## src/pkg/chan_seq_regs.svh

```systemverilog
`ifndef CHAN_SEQ_REGS_SVH
`define CHAN_SEQ_REGS_SVH

`define NUM_CHAN        3'h4
`define MASK_RESET      4'h0
`define CODE_WIDTH      12
`define CODE_STEPS      4096
`define CHAN_IDX_W      2
`define CONV_TIME_NS    1650
`define CLK_PERIOD_NS   100
`define CONV_CYCLES     (((`CONV_TIME_NS) + (`CLK_PERIOD_NS) - 1) / (`CLK_PERIOD_NS))
`define BIPOLAR_MID     12'h800
`define SAMPLE_MAX      12'hFFF

`endif

```

## src/pkg/chan_seq_pkg.sv

```systemverilog
package chan_seq_pkg;
	typedef logic [3:0]  chan_mask_t;
	typedef logic [1:0]  chan_idx_t;
	typedef logic [11:0] code_t;
	typedef enum logic [1:0] {
		ST_IDLE = 2'b00,
		ST_CONV = 2'b01,
		ST_NEXT = 2'b10
	} seq_state_e;
endpackage

```

## src/pkg/seq_if.sv

```systemverilog
`timescale 1ns/1ps
`default_nettype none
interface seq_if;
	import chan_seq_pkg::*;
	logic       load;
	chan_mask_t mask;
	logic       advance;
	logic       valid;
	chan_idx_t  chan;
	logic       last;
	modport picker (input load, mask, advance, output valid, chan, last);
	modport ctrl   (output load, mask, advance, input valid, chan, last);
endinterface
`default_nettype wire

```

## src/chan_picker.sv

```systemverilog
`timescale 1ns/1ps
`default_nettype none
`include "chan_seq_regs.svh"
module chan_picker
	import chan_seq_pkg::*;
(
	// clock and reset
	input  wire logic clk_sys,
	input  wire logic rst_b,
	// sequence port
	seq_if.picker     sq
);
	chan_mask_t pend_q;

	// lowest set bit wins, so order never depends on pick order
	function automatic chan_idx_t lowest(input chan_mask_t m);
		chan_idx_t r;
		r = 2'h0;
		for (int i = 3; i >= 0; i--) begin
			if (m[i]) begin
				r = chan_idx_t'(i);
			end
		end
		return r;
	endfunction

	function automatic chan_mask_t drop_low(input chan_mask_t m);
		return m & (m - 4'h1);
	endfunction

	always_ff @(posedge clk_sys or negedge rst_b) begin
		if (!rst_b) begin
			pend_q <= `MASK_RESET;
		end else if (sq.load) begin
			pend_q <= sq.mask;
		end else if (sq.advance) begin
			pend_q <= drop_low(pend_q);
		end
	end

	assign sq.valid = |pend_q;
	assign sq.chan  = lowest(pend_q);
	assign sq.last  = (drop_low(pend_q) == `MASK_RESET);

	ascend_order_a: assert property (@(posedge clk_sys) disable iff (!rst_b)
		sq.advance && !sq.load && sq.valid && !sq.last |=> sq.chan > $past(sq.chan))
		else $error("channel order not ascending");
endmodule
`default_nettype wire

```

## src/chan_seq_select.sv

```systemverilog
`timescale 1ns/1ps
`default_nettype none
`include "chan_seq_regs.svh"
module chan_seq_select
	import chan_seq_pkg::*;
#(
	parameter bit BIPOLAR = 1'b1
) (
	// clock and reset
	input  wire logic  clk_sys,
	input  wire logic  rst_b,
	// host bus
	input  wire logic  chip_select_n,
	input  wire logic  read_strobe_n,
	input  wire logic  write_strobe_n,
	input  wire logic  data_line_0,
	input  wire logic  data_line_1,
	input  wire logic  data_line_2,
	input  wire logic  data_line_3,
	// channel selection
	input  wire logic  chan1_select_pin,
	input  wire logic  chan2_select_pin,
	input  wire logic  chan3_select_pin,
	input  wire logic  chan4_select_pin,
	input  wire logic  sw_source_sel,
	input  wire logic  conversion_start_n,
	// sample from converter core, unsigned ground-referenced
	input  wire code_t sample_raw,
	// status and results
	output var  logic  busy,
	output var  logic  hold,
	output var  logic  conv_strobe,
	output var  chan_idx_t conv_chan,
	output var  code_t result_code,
	output var  chan_mask_t active_mask
);
	seq_if sq ();

	chan_mask_t channel_inclusion_mask_q;
	logic       wr_arm_q;
	logic       start_dly_q;
	logic [4:0] cnt_q;
	seq_state_e state_q;
	chan_mask_t pin_mask;
	chan_mask_t mux_mask;
	logic       start_rise;
	logic       wr_window;
	logic       conv_done;

	localparam logic [4:0] CONV_CNT = 5'(`CONV_CYCLES - 1);

	// code shaping: bipolar flips the msb of an offset-binary sample
	function automatic code_t fmt_code(input code_t raw, input bit bip);
		return bip ? (raw ^ `BIPOLAR_MID) : raw;
	endfunction

	assign pin_mask   = {chan4_select_pin, chan3_select_pin, chan2_select_pin, chan1_select_pin};
	assign mux_mask   = sw_source_sel ? channel_inclusion_mask_q : pin_mask;
	assign start_rise = conversion_start_n && !start_dly_q;
	assign wr_window  = read_strobe_n && !chip_select_n && !write_strobe_n;
	assign conv_done  = (state_q == ST_CONV) && (cnt_q == CONV_CNT);

	// write strobe rising edge closes an armed window
	always_ff @(posedge clk_sys or negedge rst_b) begin
		if (!rst_b) begin
			wr_arm_q <= 1'b0;
		end else begin
			wr_arm_q <= wr_window;
		end
	end

	// last data seen inside the window is what lands; not readable back
	logic [3:0] wr_data_q;
	always_ff @(posedge clk_sys or negedge rst_b) begin
		if (!rst_b) begin
			wr_data_q <= `MASK_RESET;
		end else if (wr_window) begin
			wr_data_q <= {data_line_3, data_line_2, data_line_1, data_line_0};
		end
	end

	always_ff @(posedge clk_sys or negedge rst_b) begin
		if (!rst_b) begin
			channel_inclusion_mask_q <= `MASK_RESET;
		end else if (wr_arm_q && write_strobe_n) begin
			channel_inclusion_mask_q <= wr_data_q;
		end
	end

	always_ff @(posedge clk_sys or negedge rst_b) begin
		if (!rst_b) begin
			start_dly_q <= 1'b1;
		end else begin
			start_dly_q <= conversion_start_n;
		end
	end

	// starts during a running sequence are ignored, the latch must not move
	assign sq.load    = start_rise && (state_q == ST_IDLE);
	assign sq.mask    = mux_mask;
	assign sq.advance = conv_done;

	chan_picker u_picker (
		.clk_sys (clk_sys),
		.rst_b   (rst_b),
		.sq      (sq)
	);

	always_ff @(posedge clk_sys or negedge rst_b) begin
		if (!rst_b) begin
			state_q <= ST_IDLE;
		end else begin
			case (state_q)
				ST_IDLE: begin
					if (sq.load) begin
						state_q <= ST_NEXT;
					end
				end
				ST_NEXT: begin
					state_q <= sq.valid ? ST_CONV : ST_IDLE;
				end
				ST_CONV: begin
					if (conv_done) begin
						state_q <= sq.last ? ST_IDLE : ST_NEXT;
					end
				end
				default: begin
					state_q <= ST_IDLE;
				end
			endcase
		end
	end

	always_ff @(posedge clk_sys or negedge rst_b) begin
		if (!rst_b) begin
			cnt_q <= 5'h0;
		end else if (state_q != ST_CONV) begin
			cnt_q <= 5'h0;
		end else begin
			cnt_q <= cnt_q + 5'h1;
		end
	end

	always_ff @(posedge clk_sys or negedge rst_b) begin
		if (!rst_b) begin
			busy        <= 1'b0;
			hold        <= 1'b0;
			active_mask <= `MASK_RESET;
		end else if (sq.load) begin
			busy        <= 1'b1;
			hold        <= 1'b1;
			active_mask <= mux_mask;
		end else if ((conv_done && sq.last) || (state_q == ST_NEXT && !sq.valid)) begin
			busy <= 1'b0;
			hold <= 1'b0;
		end
	end

	always_ff @(posedge clk_sys or negedge rst_b) begin
		if (!rst_b) begin
			conv_strobe <= 1'b0;
			conv_chan   <= 2'h0;
			result_code <= 12'h000;
		end else begin
			conv_strobe <= conv_done;
			if (conv_done) begin
				conv_chan   <= sq.chan;
				result_code <= fmt_code(sample_raw, BIPOLAR);
			end
		end
	end

	busy_on_start_a: assert property (@(posedge clk_sys) disable iff (!rst_b)
		sq.load |=> busy && hold)
		else $error("busy not raised at start");

	mask_held_a: assert property (@(posedge clk_sys) disable iff (!rst_b)
		busy && $past(busy) |-> $stable(active_mask))
		else $error("latched mask moved mid sequence");

	src_mux_a: assert property (@(posedge clk_sys) disable iff (!rst_b)
		sq.load && !sw_source_sel |=> active_mask == $past(pin_mask))
		else $error("pin mask not taken");

	reg_write_a: assert property (@(posedge clk_sys) disable iff (!rst_b)
		wr_arm_q && write_strobe_n |=> channel_inclusion_mask_q == $past(wr_data_q))
		else $error("register write lost");

	reg_keep_a: assert property (@(posedge clk_sys) disable iff (!rst_b)
		!(wr_arm_q && write_strobe_n) |=> $stable(channel_inclusion_mask_q))
		else $error("register changed without write");

	bipolar_code_a: assert property (@(posedge clk_sys) disable iff (!rst_b)
		conv_done && BIPOLAR |=> result_code[11] == !$past(sample_raw[11]))
		else $error("bipolar coding wrong");

	unipolar_code_a: assert property (@(posedge clk_sys) disable iff (!rst_b)
		conv_done && !BIPOLAR |=> result_code == $past(sample_raw))
		else $error("straight binary coding wrong");

	empty_seq_a: assert property (@(posedge clk_sys) disable iff (!rst_b)
		sq.load && mux_mask == 4'h0 |=> ##1 !busy)
		else $error("empty sequence did not end");

	// busy and the sequencer live in separate processes, so tie them together
	busy_span_a: assert property (@(posedge clk_sys) disable iff (!rst_b)
		busy == (state_q != ST_IDLE))
		else $error("busy does not span the sequence");
endmodule
`default_nettype wire
```

## config.mk

```make
export PLATFORM = sky130hd
export DESIGN_NAME = chan_seq_select
export DESIGN_NICKNAME = d
export VERILOG_FILES = /design/src/pkg/chan_seq_pkg.sv /design/src/pkg/seq_if.sv /design/src/chan_picker.sv /design/src/chan_seq_select.sv
export VERILOG_INCLUDE_DIRS = /design/src /design/src/pkg
export SDC_FILE = /design/constraint.sdc
export NUM_CORES = 1
export LEC_CHECK = 0
export BUFFER_PORTS_ARGS = -buffer_cell sky130_fd_sc_hd__buf_2
export CAP_MARGIN = 15
export CORE_MARGIN = 5
export CORE_UTILIZATION = 43
export CTS_CLUSTER_SIZE = 25
export DETAILED_ROUTE_END_ITERATION = 10
export PLACE_DENSITY = 0.68
export RECOVER_POWER = 25
export SLEW_MARGIN = 15
export SYNTH_ARGS = -nofsm -noshare
export SYNTH_HDL_FRONTEND = slang
export SYNTH_SLANG_ARGS = --single-unit
```

## constraint.sdc

```tcl
create_clock -name clk_sys -period 1.85 [get_ports clk_sys]
set_input_delay 0 -clock clk_sys [delete_from_list [all_inputs] [get_ports clk_sys]]
set_output_delay 0 -clock clk_sys [all_outputs]
set_load 0.03 [all_outputs]
```

==> results.md, run 1 <==
* Yosys reg bits at 41
* CP Capture Type: register
* Area Overhead vs Synth at 29.98%
* Place WS at 0.1722 ns
* CP arrival at 1.83 ns
* Reg-to-Reg End: u_picker.pend_q[1]
* Number of global-route vias before repair at roughly 1,300
* ANT nets after route at 0
* Register area at approximately 1000 um2
* Clock Latency Late Sink at 0.29 ns
* Antenna violations before repair at 0
* Fin. Hold Viols at 0
* Maxcap violations at 0
* Vias per inst at 4.947
* PD cells at between 1000 and 1500 nW/um2
* Startpoint Class: register
* Row count at 22
* Worst Setup Path Type: register to register
* Final Critical Period at 1.669 ns
* Clock root cell: clkbuf_8
* Initial core utilization at about 45%
* Synth cell types at 38
* Gr usage total at 14.59%
* CP Data Required Time at 2.01 ns
* Core area at 3744 um2
* PnR worst setup slack at 0.1811 ns
* First-pass GRT wire length at about 6 mm
* Syn_nets at 157
* PostCTS Resize Cnt at 0
* Drt total wl at between 3 and 4 mm
* TritonCTS clock tree: yes
* Vias at 1,212
* Number of DRC markers in iteration 0 at 41
* Worst min path class: input port to register
* Hold-critical path depth at 3
* Hold bufs inserted after CTS at 20
* Layout cell share with drive strength beyond 1 at 26.90%
* Max VDD drop at 0.5311 mV
* Worst Path Buf+Inv at 1
* Slew headroom at 33.75%
* Mapped Area at 1703 um2
* Die Span Y at 72.93 um
* Final net count at 225
* Final HPWL DP at about 2.4 mm
* Leakage at slightly above 1 nW
* Multi-input gate area at 618.1 um2
* Avg Cell Area, Syn at between 10 and 15 um2
* Sequential area share after synthesis at between 60% and 70%
* PortBufs at 47
* Crit-path max FO at 4
* Worst slew pin tran at 0.9938 ns
* Yosys warning count at 0
* Num CTS Buffers at 5
* Overflow after GRT at 0
* Max Buffers Root-to-Sink at 2
* Largest net degree at the start of global routing at 42
* Worst reg2reg setup slack at 0.18 ns
* Fin crit share at 90.21%
* RR Startpoint: cnt_q[0]
* Worst Hold Endpoint: u_picker.pend_q[1]
* First-pass DRT Iterations at 4
* Die X at 72.93 um
* Worst hold margin at between 0.04 and 0.05 ns
* IO Count at between 40 and 50
* R2r worst-path depth at 5
* Outcome: complete, no violations
* Clock sinks at 41
* Unrepaired setup endpoints after global routing: false
* Worst Skew at 0.004808 ns
* Final setup fails at 0
* Layout fillers at 321
* Final Max Slew Viols at 0
* Family with the most delay on the worst path: simple AND/OR/NAND/NOR gates
* Wire per inst at roughly 14 um
* Setup bufs post-CTS at 0
* Commonest non-fill, non-tap cell in the layout: dfrtp_1
* CP cell instances: inv_1 -> ha_1 -> or4bb_1 -> o311ai_1 -> o21ai_1
* H-tree depth at 2
* Slowest-stage cell, CP: or4bb_1
* Antenna cells at 0
* Setup TNS at 0 ns
* Syn Inst Count at 128
* GPL Wtd Cong at 0.8309
* Most frequent cells in the layout: 40 x dfrtp_1, 25 x buf_2, 23 x clkbuf_1
* Max incr delay on CP at roughly 0.55 ns
* Hold Crit Start: chan2_select_pin
* Fmax at 599.2 MHz
* Die area at 5319 um2
* DRC errors left at 0
* Clk slew on worst S/H paths at 0.07 ns
## worst max-delay path by stage
stage               slack (ns)  cells past startpoint     start            endpoint
floorplan                 0.32                      6  cnt_q[0]      result_code[5]
global placement          0.28                      5  cnt_q[0]  u_picker.pend_q[1]
detailed placement        0.17                      5  cnt_q[0]  u_picker.pend_q[1]
CTS                       0.16                      5  cnt_q[0]  u_picker.pend_q[1]
global route              0.02                      5  cnt_q[0]  u_picker.pend_q[1]
finish                    0.18                      5  cnt_q[0]  u_picker.pend_q[1]
## where the power goes
part / switching, mW / total (mW) / internal (mW)
Sequential: 0.145 / 1.23 / 1.08
Combinational: 0.416 / 0.696 / 0.280
Clock: 0.292 / 0.559 / 0.267
## metal layers
| metal | track usage [%] | routed length [um] |
|---|---|---|
| met1 | 17.96 | 1435 |
| met2 | 23.65 | 1656 |
| met3 | 6.612 | 271 |
| met4 | 3.074 | 34 |
| met5 | 0 | 0 |
## worst reg2reg max path, cell delays in order, from the launching register on
cell,delay (ns)
dfrtp_1,0.41
inv_1,0.07
ha_1,0.17
or4bb_1,0.55
o311ai_1,0.24
o21ai_1,0.10
## cells in the mapped netlist (all sizes together)
| cell | n | area (um2) |
|---|---|---|
| or4b | 1 | 10.01 |
| a211oi | 1 | 7.510 |
| a22oi | 1 | 7.510 |
| nand3 | 3 | 15.01 |
| o21ai | 10 | 50.05 |
| a21oi | 1 | 5.000 |
| clkbuf | 2 | 7.510 |
| and2b | 1 | 7.510 |
| o311ai | 1 | 8.760 |
| nand2 | 4 | 22.52 |
| ha | 2 | 25.02 |
| and4bb | 1 | 12.51 |
| a32oi | 1 | 8.760 |
| nand4 | 1 | 6.260 |
| xor2 | 2 | 17.52 |
| and2 | 1 | 6.260 |
| or4bb | 1 | 11.26 |
| xnor2 | 1 | 8.760 |
| nor2 | 8 | 30.03 |
| buf | 4 | 35.03 |
| inv | 4 | 15.01 |
| nand2b | 2 | 12.51 |
| mux2i | 4 | 40.04 |
| o31ai | 1 | 7.510 |
| a21o | 4 | 30.03 |
| dfrtp | 40 | 1001 |
| mux2 | 19 | 214.0 |
| or2b | 1 | 7.510 |
| a31o | 3 | 26.28 |
| or4 | 1 | 7.510 |
| dfstp | 1 | 26.28 |
| nor3b | 1 | 12.51 |
## stage by stage
| step | total power, mW | area (um2) | utilization (%) | std cells |
|---|---|---|---|---|
| 2_1_floorplan | 1.732 | 1703 | - | 128 |
| 3_3_place_gp | 1.900 | 1956 | 52.24 | 217 |
| 3_5_place_dp | 1.934 | 1956 | 52.24 | 217 |
| 4_1_cts | 2.539 | 2240 | 59.83 | 245 |
| 5_1_grt | 2.665 | 2213 | 59.12 | 245 |
| 6_report | 2.484 | 2213 | 59.12 | 245 |
## flip-flops by register name (all words and copies together), names as in the netlist
name	cells
active_mask	4
hold	1
channel_inclusion_mask_q	4
start_dly_q	1
result_code	12
conv_strobe	1
cnt_q	5
wr_data_q	4
u_picker.pend_q	4
wr_arm_q	1
conv_chan	2
state_q	2
## cell families after synthesis
kind of cell,Yosys count,synth area share (%)
AOI/OAI and AO/OA,23,8.891
xor gates and xnor gates,3,1.543
adders and majority gates,2,1.469
buffers and inverters,10,3.380
DFF,41,60.32
muxes,23,14.92
and+or+nand+nor,26,9.479
## layout make-up
class	count	area share, %
repair buffers	67	18.49
flip-flops and latches	41	46.41
clock inverters	1	0.3392
well taps	48	2.713
inverters	4	0.6784
clock buffers	7	3.448
multi-input cells	77	27.93
Note: power is estimated with default switching activity, not from simulation.
==> run 2, diff against run 1 <==
--- a/config.mk
+++ b/config.mk
@@ -12,7 +12,7 @@
 export CORE_UTILIZATION = 43
 export CTS_CLUSTER_SIZE = 25
 export DETAILED_ROUTE_END_ITERATION = 10
-export PLACE_DENSITY = 0.68
+export PLACE_DENSITY = 0.71
 export RECOVER_POWER = 25
 export SLEW_MARGIN = 15
 export SYNTH_ARGS = -nofsm -noshare
==> constraint.sdc (replaced) <==
create_clock -name clk_sys -period 1.4 [get_ports clk_sys]
set_input_delay 0 -clock clk_sys [delete_from_list [all_inputs] [get_ports clk_sys]]
set_output_delay 0 -clock clk_sys [all_outputs]
set_load 0.03 [all_outputs]
==> run 2 against run 1 <==
  * The flow now finishes with violations (setup timing)
  * Clock skew is 0.0022 ns higher
  * Critical path depth stayed put
  * Die area stayed put
  * Maximum frequency is 6.0% higher
  * Via count is 7.0% higher
  * Critical path type unchanged
  * Largest cell class unchanged
==> results.md, run 2 (synthesis gave the netlist of run 1 again) <==
* Vias per inst at 5.008 (+1.2%)
* Unrepaired setup endpoints after global routing: true
* Reg-to-Reg End: u_picker.pend_q[1]
* P_int at 2.426 mW (+49%)
* Core area at 3744 um2 (unchanged)
* Leakage at 1.190 nW (+16%)
* Area Overhead vs Synth at 45.33%
* Outcome: finished, violations left
* First-pass DRT Iterations at 4 (unchanged)
* First-pass GRT wire length at 6.396 mm (+8.2%)
* Clock Latency Late Sink at 0.29 ns (about the same)
* Number of global-route vias before repair at 1,343 (+5.2%)
* Largest net degree at the start of global routing at 25 (-40%)
* Max Buffers Root-to-Sink at 2 (unchanged)
* Worst Setup Path Type: register to register
* Non-Filler Instances at 259 (+5.7%)
* Clock root cell: clkbuf_8
* Switch Pwr at 1.259 mW (+48%)
* Antenna cells at 0 (unchanged)
* Die Span Y at 72.93 um (unchanged)
* Core Util, Final at 66.11% (+7.0 points)
* Layout cell share with drive strength beyond 1 at 47.39% (+20 points)
* Maxcap violations at 0 (unchanged)
* Row count at 22 (unchanged)
* Largest reg by FF count: result_code
* Worst reg2reg setup slack at -0.17 ns (-0.36 ns)
* TritonCTS clock tree: yes
* Fin. Hold Viols at 0 (unchanged)
* Final net count at 240 (+6.7%)
* R2r worst-path depth at 5 (unchanged)
* Max FFs per register at 12 (unchanged)
* Placed Cells incl. Taps at 230 (+6.0%)
* Post-route cell area at 2475 um2 (+12%)
* Comb power frac at 36.1% (+8.1 points)
* Clock sinks at 41 (unchanged)
* Final setup fails at 23 (+23)
* Placed Area at 2081 um2 (+6.4%)
* Startpoint Class: register
* Failing checks: setup timing
* PD cells at 1489 nW/um2 (+33%)
* GPL Wtd Cong at 0.8803 (+5.9%)
* Initial core utilization at 45.49% (unchanged)
* Number of DRC markers in iteration 0 at 98 (+140%)
* CP Capture Type: register
* Most frequent cells in the layout: 45 x buf_2, 40 x dfrtp_1, 20 x dlygate4sd3_1
* Gr usage total at 15.74% (+1.1 points)
* Die area at 5319 um2 (unchanged)
* Slew headroom at 35.38% (+1.6 points)
* Fin crit share at 112.5% (+22 points)
* Worst min path class: input port to register
* Switch share at 34.16% (-0.20 points)
* Setup TNS at -1.778 ns (-1.778 ns)
* CP Data Required Time at 1.57 ns (-0.44 ns)
* H-tree depth at 2 (unchanged)
* Drt total wl at 3.936 mm (+16%)
* Overflow after GRT at 0 (unchanged)
* Final HPWL DP at 2.756 mm (+14%)
* Worst Skew at 0.006972 ns (+0.002164 ns)
* Sequential Power Share at 43.2% (-6.3 points)
* Overall power at 3.686 mW (+48%)
* Worst slew pin tran at 0.9693 ns (-0.02444 ns)
* Final Critical Period at 1.575 ns (-0.09408 ns)
* Commonest non-fill, non-tap cell in the layout: buf_2
* Hold Crit Start: read_strobe_n
* Final Max Slew Viols at 0 (unchanged)
* Hold-critical path depth at 2 (-1)
* Vias at 1,297 (+7.0%)
* IO Count at 48 (unchanged)
* ANT nets after route at 0 (unchanged)
* Fmax at 635.0 MHz (+6.0%)
* PortBufs at 47 (unchanged)
* RR Startpoint: cnt_q[0]
* Layout fillers at 276 (-14%)
* Antenna violations before repair at 0 (unchanged)
* Wire per inst at 15.20 um (+9.6%)
* Die X at 72.93 um (unchanged)
* DRC errors left at 0 (unchanged)
* Clk slew on worst S/H paths at 0.07 ns (about the same)
* CP arrival at 1.74 ns (-0.09 ns)
* Clock power frac at 20.6% (-1.9 points)
* Largest registers: result_code x12, cnt_q x5
* Crit-path max FO at 4 (unchanged)
* Worst Hold Endpoint: wr_arm_q
* Max VDD drop at 0.9872 mV (+86%)
* Num CTS Buffers at 5 (unchanged)
* PnR worst setup slack at -0.1749 ns (-0.3559 ns)
==> run 2: cell types whose count changed in the layout (fill, tap and decap cells not counted), moves of 4 or more <==
cell      change
mux2_4        +4
mux2_1        -4
clkbuf_1     -20
buf_4        +11
buf_2        +20
==> run 2: per-layer routing <==
metal	vias up	GRT usage (%)	wire [um]
met5	-	0	0
met4	0	4.918	48
met3	5	4.270	288
met2	46	26.95	2005
met1	629	19.23	1593
li1	617	-	-
==> run 2: worst max-delay path by stage <==
stage,cells past startpoint,from,end
6_report,5,cnt_q[0],u_picker.pend_q[1]
5_1_grt,5,cnt_q[0],u_picker.pend_q[1]
4_1_cts,5,cnt_q[0],u_picker.pend_q[1]
3_5_place_dp,5,cnt_q[0],result_code[2]
3_3_place_gp,5,cnt_q[0],result_code[0]
2_1_floorplan,6,cnt_q[0],result_code[5]
==> run 2: power groups by stage <==
stage / registers [mW] / clock network (mW) / logic [mW]
floorplan: 1.77 / 0 / 0.525
global placement: 1.59 / 0 / 1.08
detailed placement: 1.61 / 0 / 1.13
CTS: 1.59 / 0.784 / 1.28
global route: 1.62 / 0.838 / 1.44
finish: 1.59 / 0.761 / 1.33
==> run 2: layout make-up <==
class                   instances  area (um2)  area share, %
repair buffers                 82       569.3          23.00
clock buffers                   7       86.33          3.488
inverters                       4       15.01         0.6067
well taps                      48       60.06          2.427
flip-flops and latches         41        1027          41.51
multi-input cells              77       716.9          28.97
==> run 2: stage by stage <==
stage               setup WS, ns  hold WS, ns
floorplan                -0.1159      -0.2956
global placement        -0.06012     -0.04022
detailed placement       -0.1325     -0.03419
CTS                      -0.1370      0.02854
global route             -0.2135      0.02054
finish                   -0.1749      0.03523
==> run 2: repair_timing <==
item | in CTS | in global routing
cloned | 1 | 0
endpoints found under the hold margin | 58 | 0
endpoints found under the setup margin | 22 | 26
pin swaps | 8 | 0
buffers inserted | 1 | 0
hold buffers | 20 | 0
gates resized for setup | 18 | 7
==> run 2: critical path, stage by stage (launching register included) <==
cell and delay [ns]:
dfrtp_1 0.39, inv_1 0.06, ha_2 0.16, or4bb_4 0.49
o311ai_4 0.23, o21ai_1 0.11
==> run 3, diff against run 2 <==
--- a/config.mk
+++ b/config.mk
@@ -14,6 +14,7 @@
 export DETAILED_ROUTE_END_ITERATION = 10
 export PLACE_DENSITY = 0.71
 export RECOVER_POWER = 25
+export SETUP_SLACK_MARGIN = 0.3
 export SLEW_MARGIN = 15
 export SYNTH_ARGS = -nofsm -noshare
 export SYNTH_HDL_FRONTEND = slang
==> run 3 against run 2 <==
  * The flow still finishes with violations (setup timing)
  * Cell count rose by 1.9%
  * Critical path type unchanged
  * Setup slack got worse by 0.015 ns
  * Cell area increased by 4.5%
  * Global-route usage up 1.3 points
  * Sequential cell count stayed put
  * Worst hold slack improved by 0.037 ns
  * Die area is the same
  * Non-clock buffer count rose by 3
==> results.md, run 3 (synthesis gave the netlist of run 1 again) <==
* Worst slew pin tran at 0.5454 ns (-0.4239 ns)
* Max Buffers Root-to-Sink at 2 (unchanged)
* Initial core utilization at 45.49% (unchanged)
* Layout cell share with drive strength beyond 1 at 55.56% (+8.2 points)
* PortBufs at 47 (unchanged)
* Worst Skew at 0.009496 ns (+0.002524 ns)
* Clock sinks at 41 (unchanged)
* Fin. Hold Viols at 0 (unchanged)
* Row count at 22 (unchanged)
* Drt total wl at 4.190 mm (+6.5%)
* Place WS at -0.1433 ns (-0.01082 ns)
* Vias at 1,338 (+3.2%)
* Clock root cell: clkbuf_8
* Maxcap violations at 0 (unchanged)
* PD cells at 1541 nW/um2 (+3.5%)
* Leakage at 1.234 nW (+3.7%)
* Number of DRC markers in iteration 0 at 80 (-18%)
* Fin crit share at 113.6% (+1.1 points)
* Antenna violations before repair at 0 (unchanged)
* Largest net degree at the start of global routing at 23 (-8.0%)
* DRC errors left at 0 (unchanged)
* Final Max Slew Viols at 0 (unchanged)
* H-tree depth at 2 (unchanged)
* Unrepaired setup endpoints after global routing: true
* Fmax at 628.8 MHz (-0.97%)
* Hold Crit Start: chan2_select_pin
* Worst Setup Path Type: register to register
* IO Count at 48 (unchanged)
* Placed Area at 2108 um2 (+1.3%)
* Most frequent cells in the layout: 46 x buf_2, 40 x dfrtp_1, 19 x dlygate4sd3_1
* Final net count at 244 (+1.7%)
* Largest reg by FF count: result_code
* Slew headroom at 63.64% (+28 points)
* Max FFs per register at 12 (unchanged)
* TritonCTS clock tree: yes
* RR Startpoint: cnt_q[1]
* Clk slew on worst S/H paths at 0.08 ns (about the same)
* Die Span Y at 72.93 um (unchanged)
* Number of global-route vias before repair at 1,468 (+9.3%)
* Area Overhead vs Synth at 51.87%
* Startpoint Class: register
* Max VDD drop at 1.079 mV (+9.3%)
* Overflow after GRT at 0 (unchanged)
* CP Capture Type: register
* Register area at 1027 um2 (unchanged)
* Outcome: finished, violations left
* Crit-path max FO at 4 (unchanged)
* Core area at 3744 um2 (unchanged)
* Wire per inst at 15.87 um (+4.4%)
* Setup crit start: cnt_q[1]
* Largest registers: result_code x12, cnt_q x5
* Num CTS Buffers at 5 (unchanged)
* CP Data Required Time at 1.56 ns (about the same)
* Final setup fails at 20 (-13%)
* First-pass DRT Iterations at 4 (unchanged)
* Worst min path class: input port to register
* Gr usage total at 17.01% (+1.3 points)
* Clock Latency Late Sink at 0.29 ns (about the same)
* PnR worst setup slack at -0.1903 ns (-0.01541 ns)
* Final Critical Period at 1.590 ns (+0.01541 ns)
* Layout fillers at 277 (+0.36%)
* ANT nets after route at 0 (unchanged)
* Multi-input gate area at 763.2 um2 (+6.5%)
* Die area at 5319 um2 (unchanged)
* Final HPWL DP at 2.783 mm (+0.99%)
* Commonest non-fill, non-tap cell in the layout: buf_2
* Antenna cells at 0 (unchanged)
* CP arrival at 1.75 ns (about the same)
* Failing checks: setup timing
* Vias per inst at 5.068 (+1.2%)
* First-pass GRT wire length at 6.900 mm (+7.9%)
* GPL Wtd Cong at 0.8249 (-6.3%)
* Die X at 72.93 um (unchanged)
* Post-route cell area at 2586 um2 (+4.5%)
run 3: cell type report:
cell class / instances / area share (%)
Timing Repair Buffer: 85 / 24.38
Multi-Input combinational cell: 78 / 29.51
Clock buffer: 8 / 3.483
Sequential cell: 41 / 39.72
Inverter: 4 / 0.5806
Tap cell: 48 / 2.322
run 3: worst paths after layout:
check,slack (ns),end,cells past startpoint
min,0.07,active_mask[1],3
min reg2reg,0.49,active_mask[0],1
min in group asynchronous,0.23,state_q[0],2
max,-0.19,u_picker.pend_q[1],5
max in group asynchronous,0.60,start_dly_q,3
max reg2reg,-0.19,u_picker.pend_q[1],5
run 3: through the flow:
| stage | TNS [ns] | std cells | util, % | hold slack (ns) | power, mW |
|---|---|---|---|---|---|
| CTS | -1.494 | 262 | 67.08 | 0.06580 | 3.872 |
| floorplan | -0.7034 | 128 | - | -0.2956 | 2.317 |
| global placement | -0.5398 | 232 | 56.32 | -0.02137 | 2.737 |
| global route | -2.909 | 264 | 69.08 | 0.09101 | 4.236 |
| finish | -1.607 | 264 | 69.08 | 0.07210 | 3.986 |
| detailed placement | -1.533 | 232 | 56.32 | -0.009653 | 2.809 |
run 3: critical path: stages (launching register included):
cell and delay (ns):
dfrtp_1 0.40, inv_1 0.06, ha_2 0.17, or4bb_4 0.49
o311ai_2 0.23, o21ai_1 0.11
run 3: routing by layer:
layer / up-vias / track usage, % / part of all wire, %
met2: 48 / 29.76 / 52
met1: 663 / 20.09 / 41
met5: - / 0 / 0
met4: 0 / 4.918 / 0.19
met3: 2 / 5.096 / 7.0
li1: 625 / - / -
run 3: repair_timing:
action | 4_1_cts | 5_1_grt
setup buffers | 2 | 1
hold endpoints to repair | 37 | 0
setup endpoints to repair | 31 | 31
hold buffers | 19 | 0
gates cloned | 1 | 1
pin swaps | 7 | 6
resized for setup | 28 | 18
run 3: power by group:
group          internal [mW]  total (mW)  switching (mW)
Combinational          0.763        1.61           0.852
Clock                  0.402       0.775           0.373
Sequential              1.43        1.60           0.164
Total                   2.60        3.99            1.39
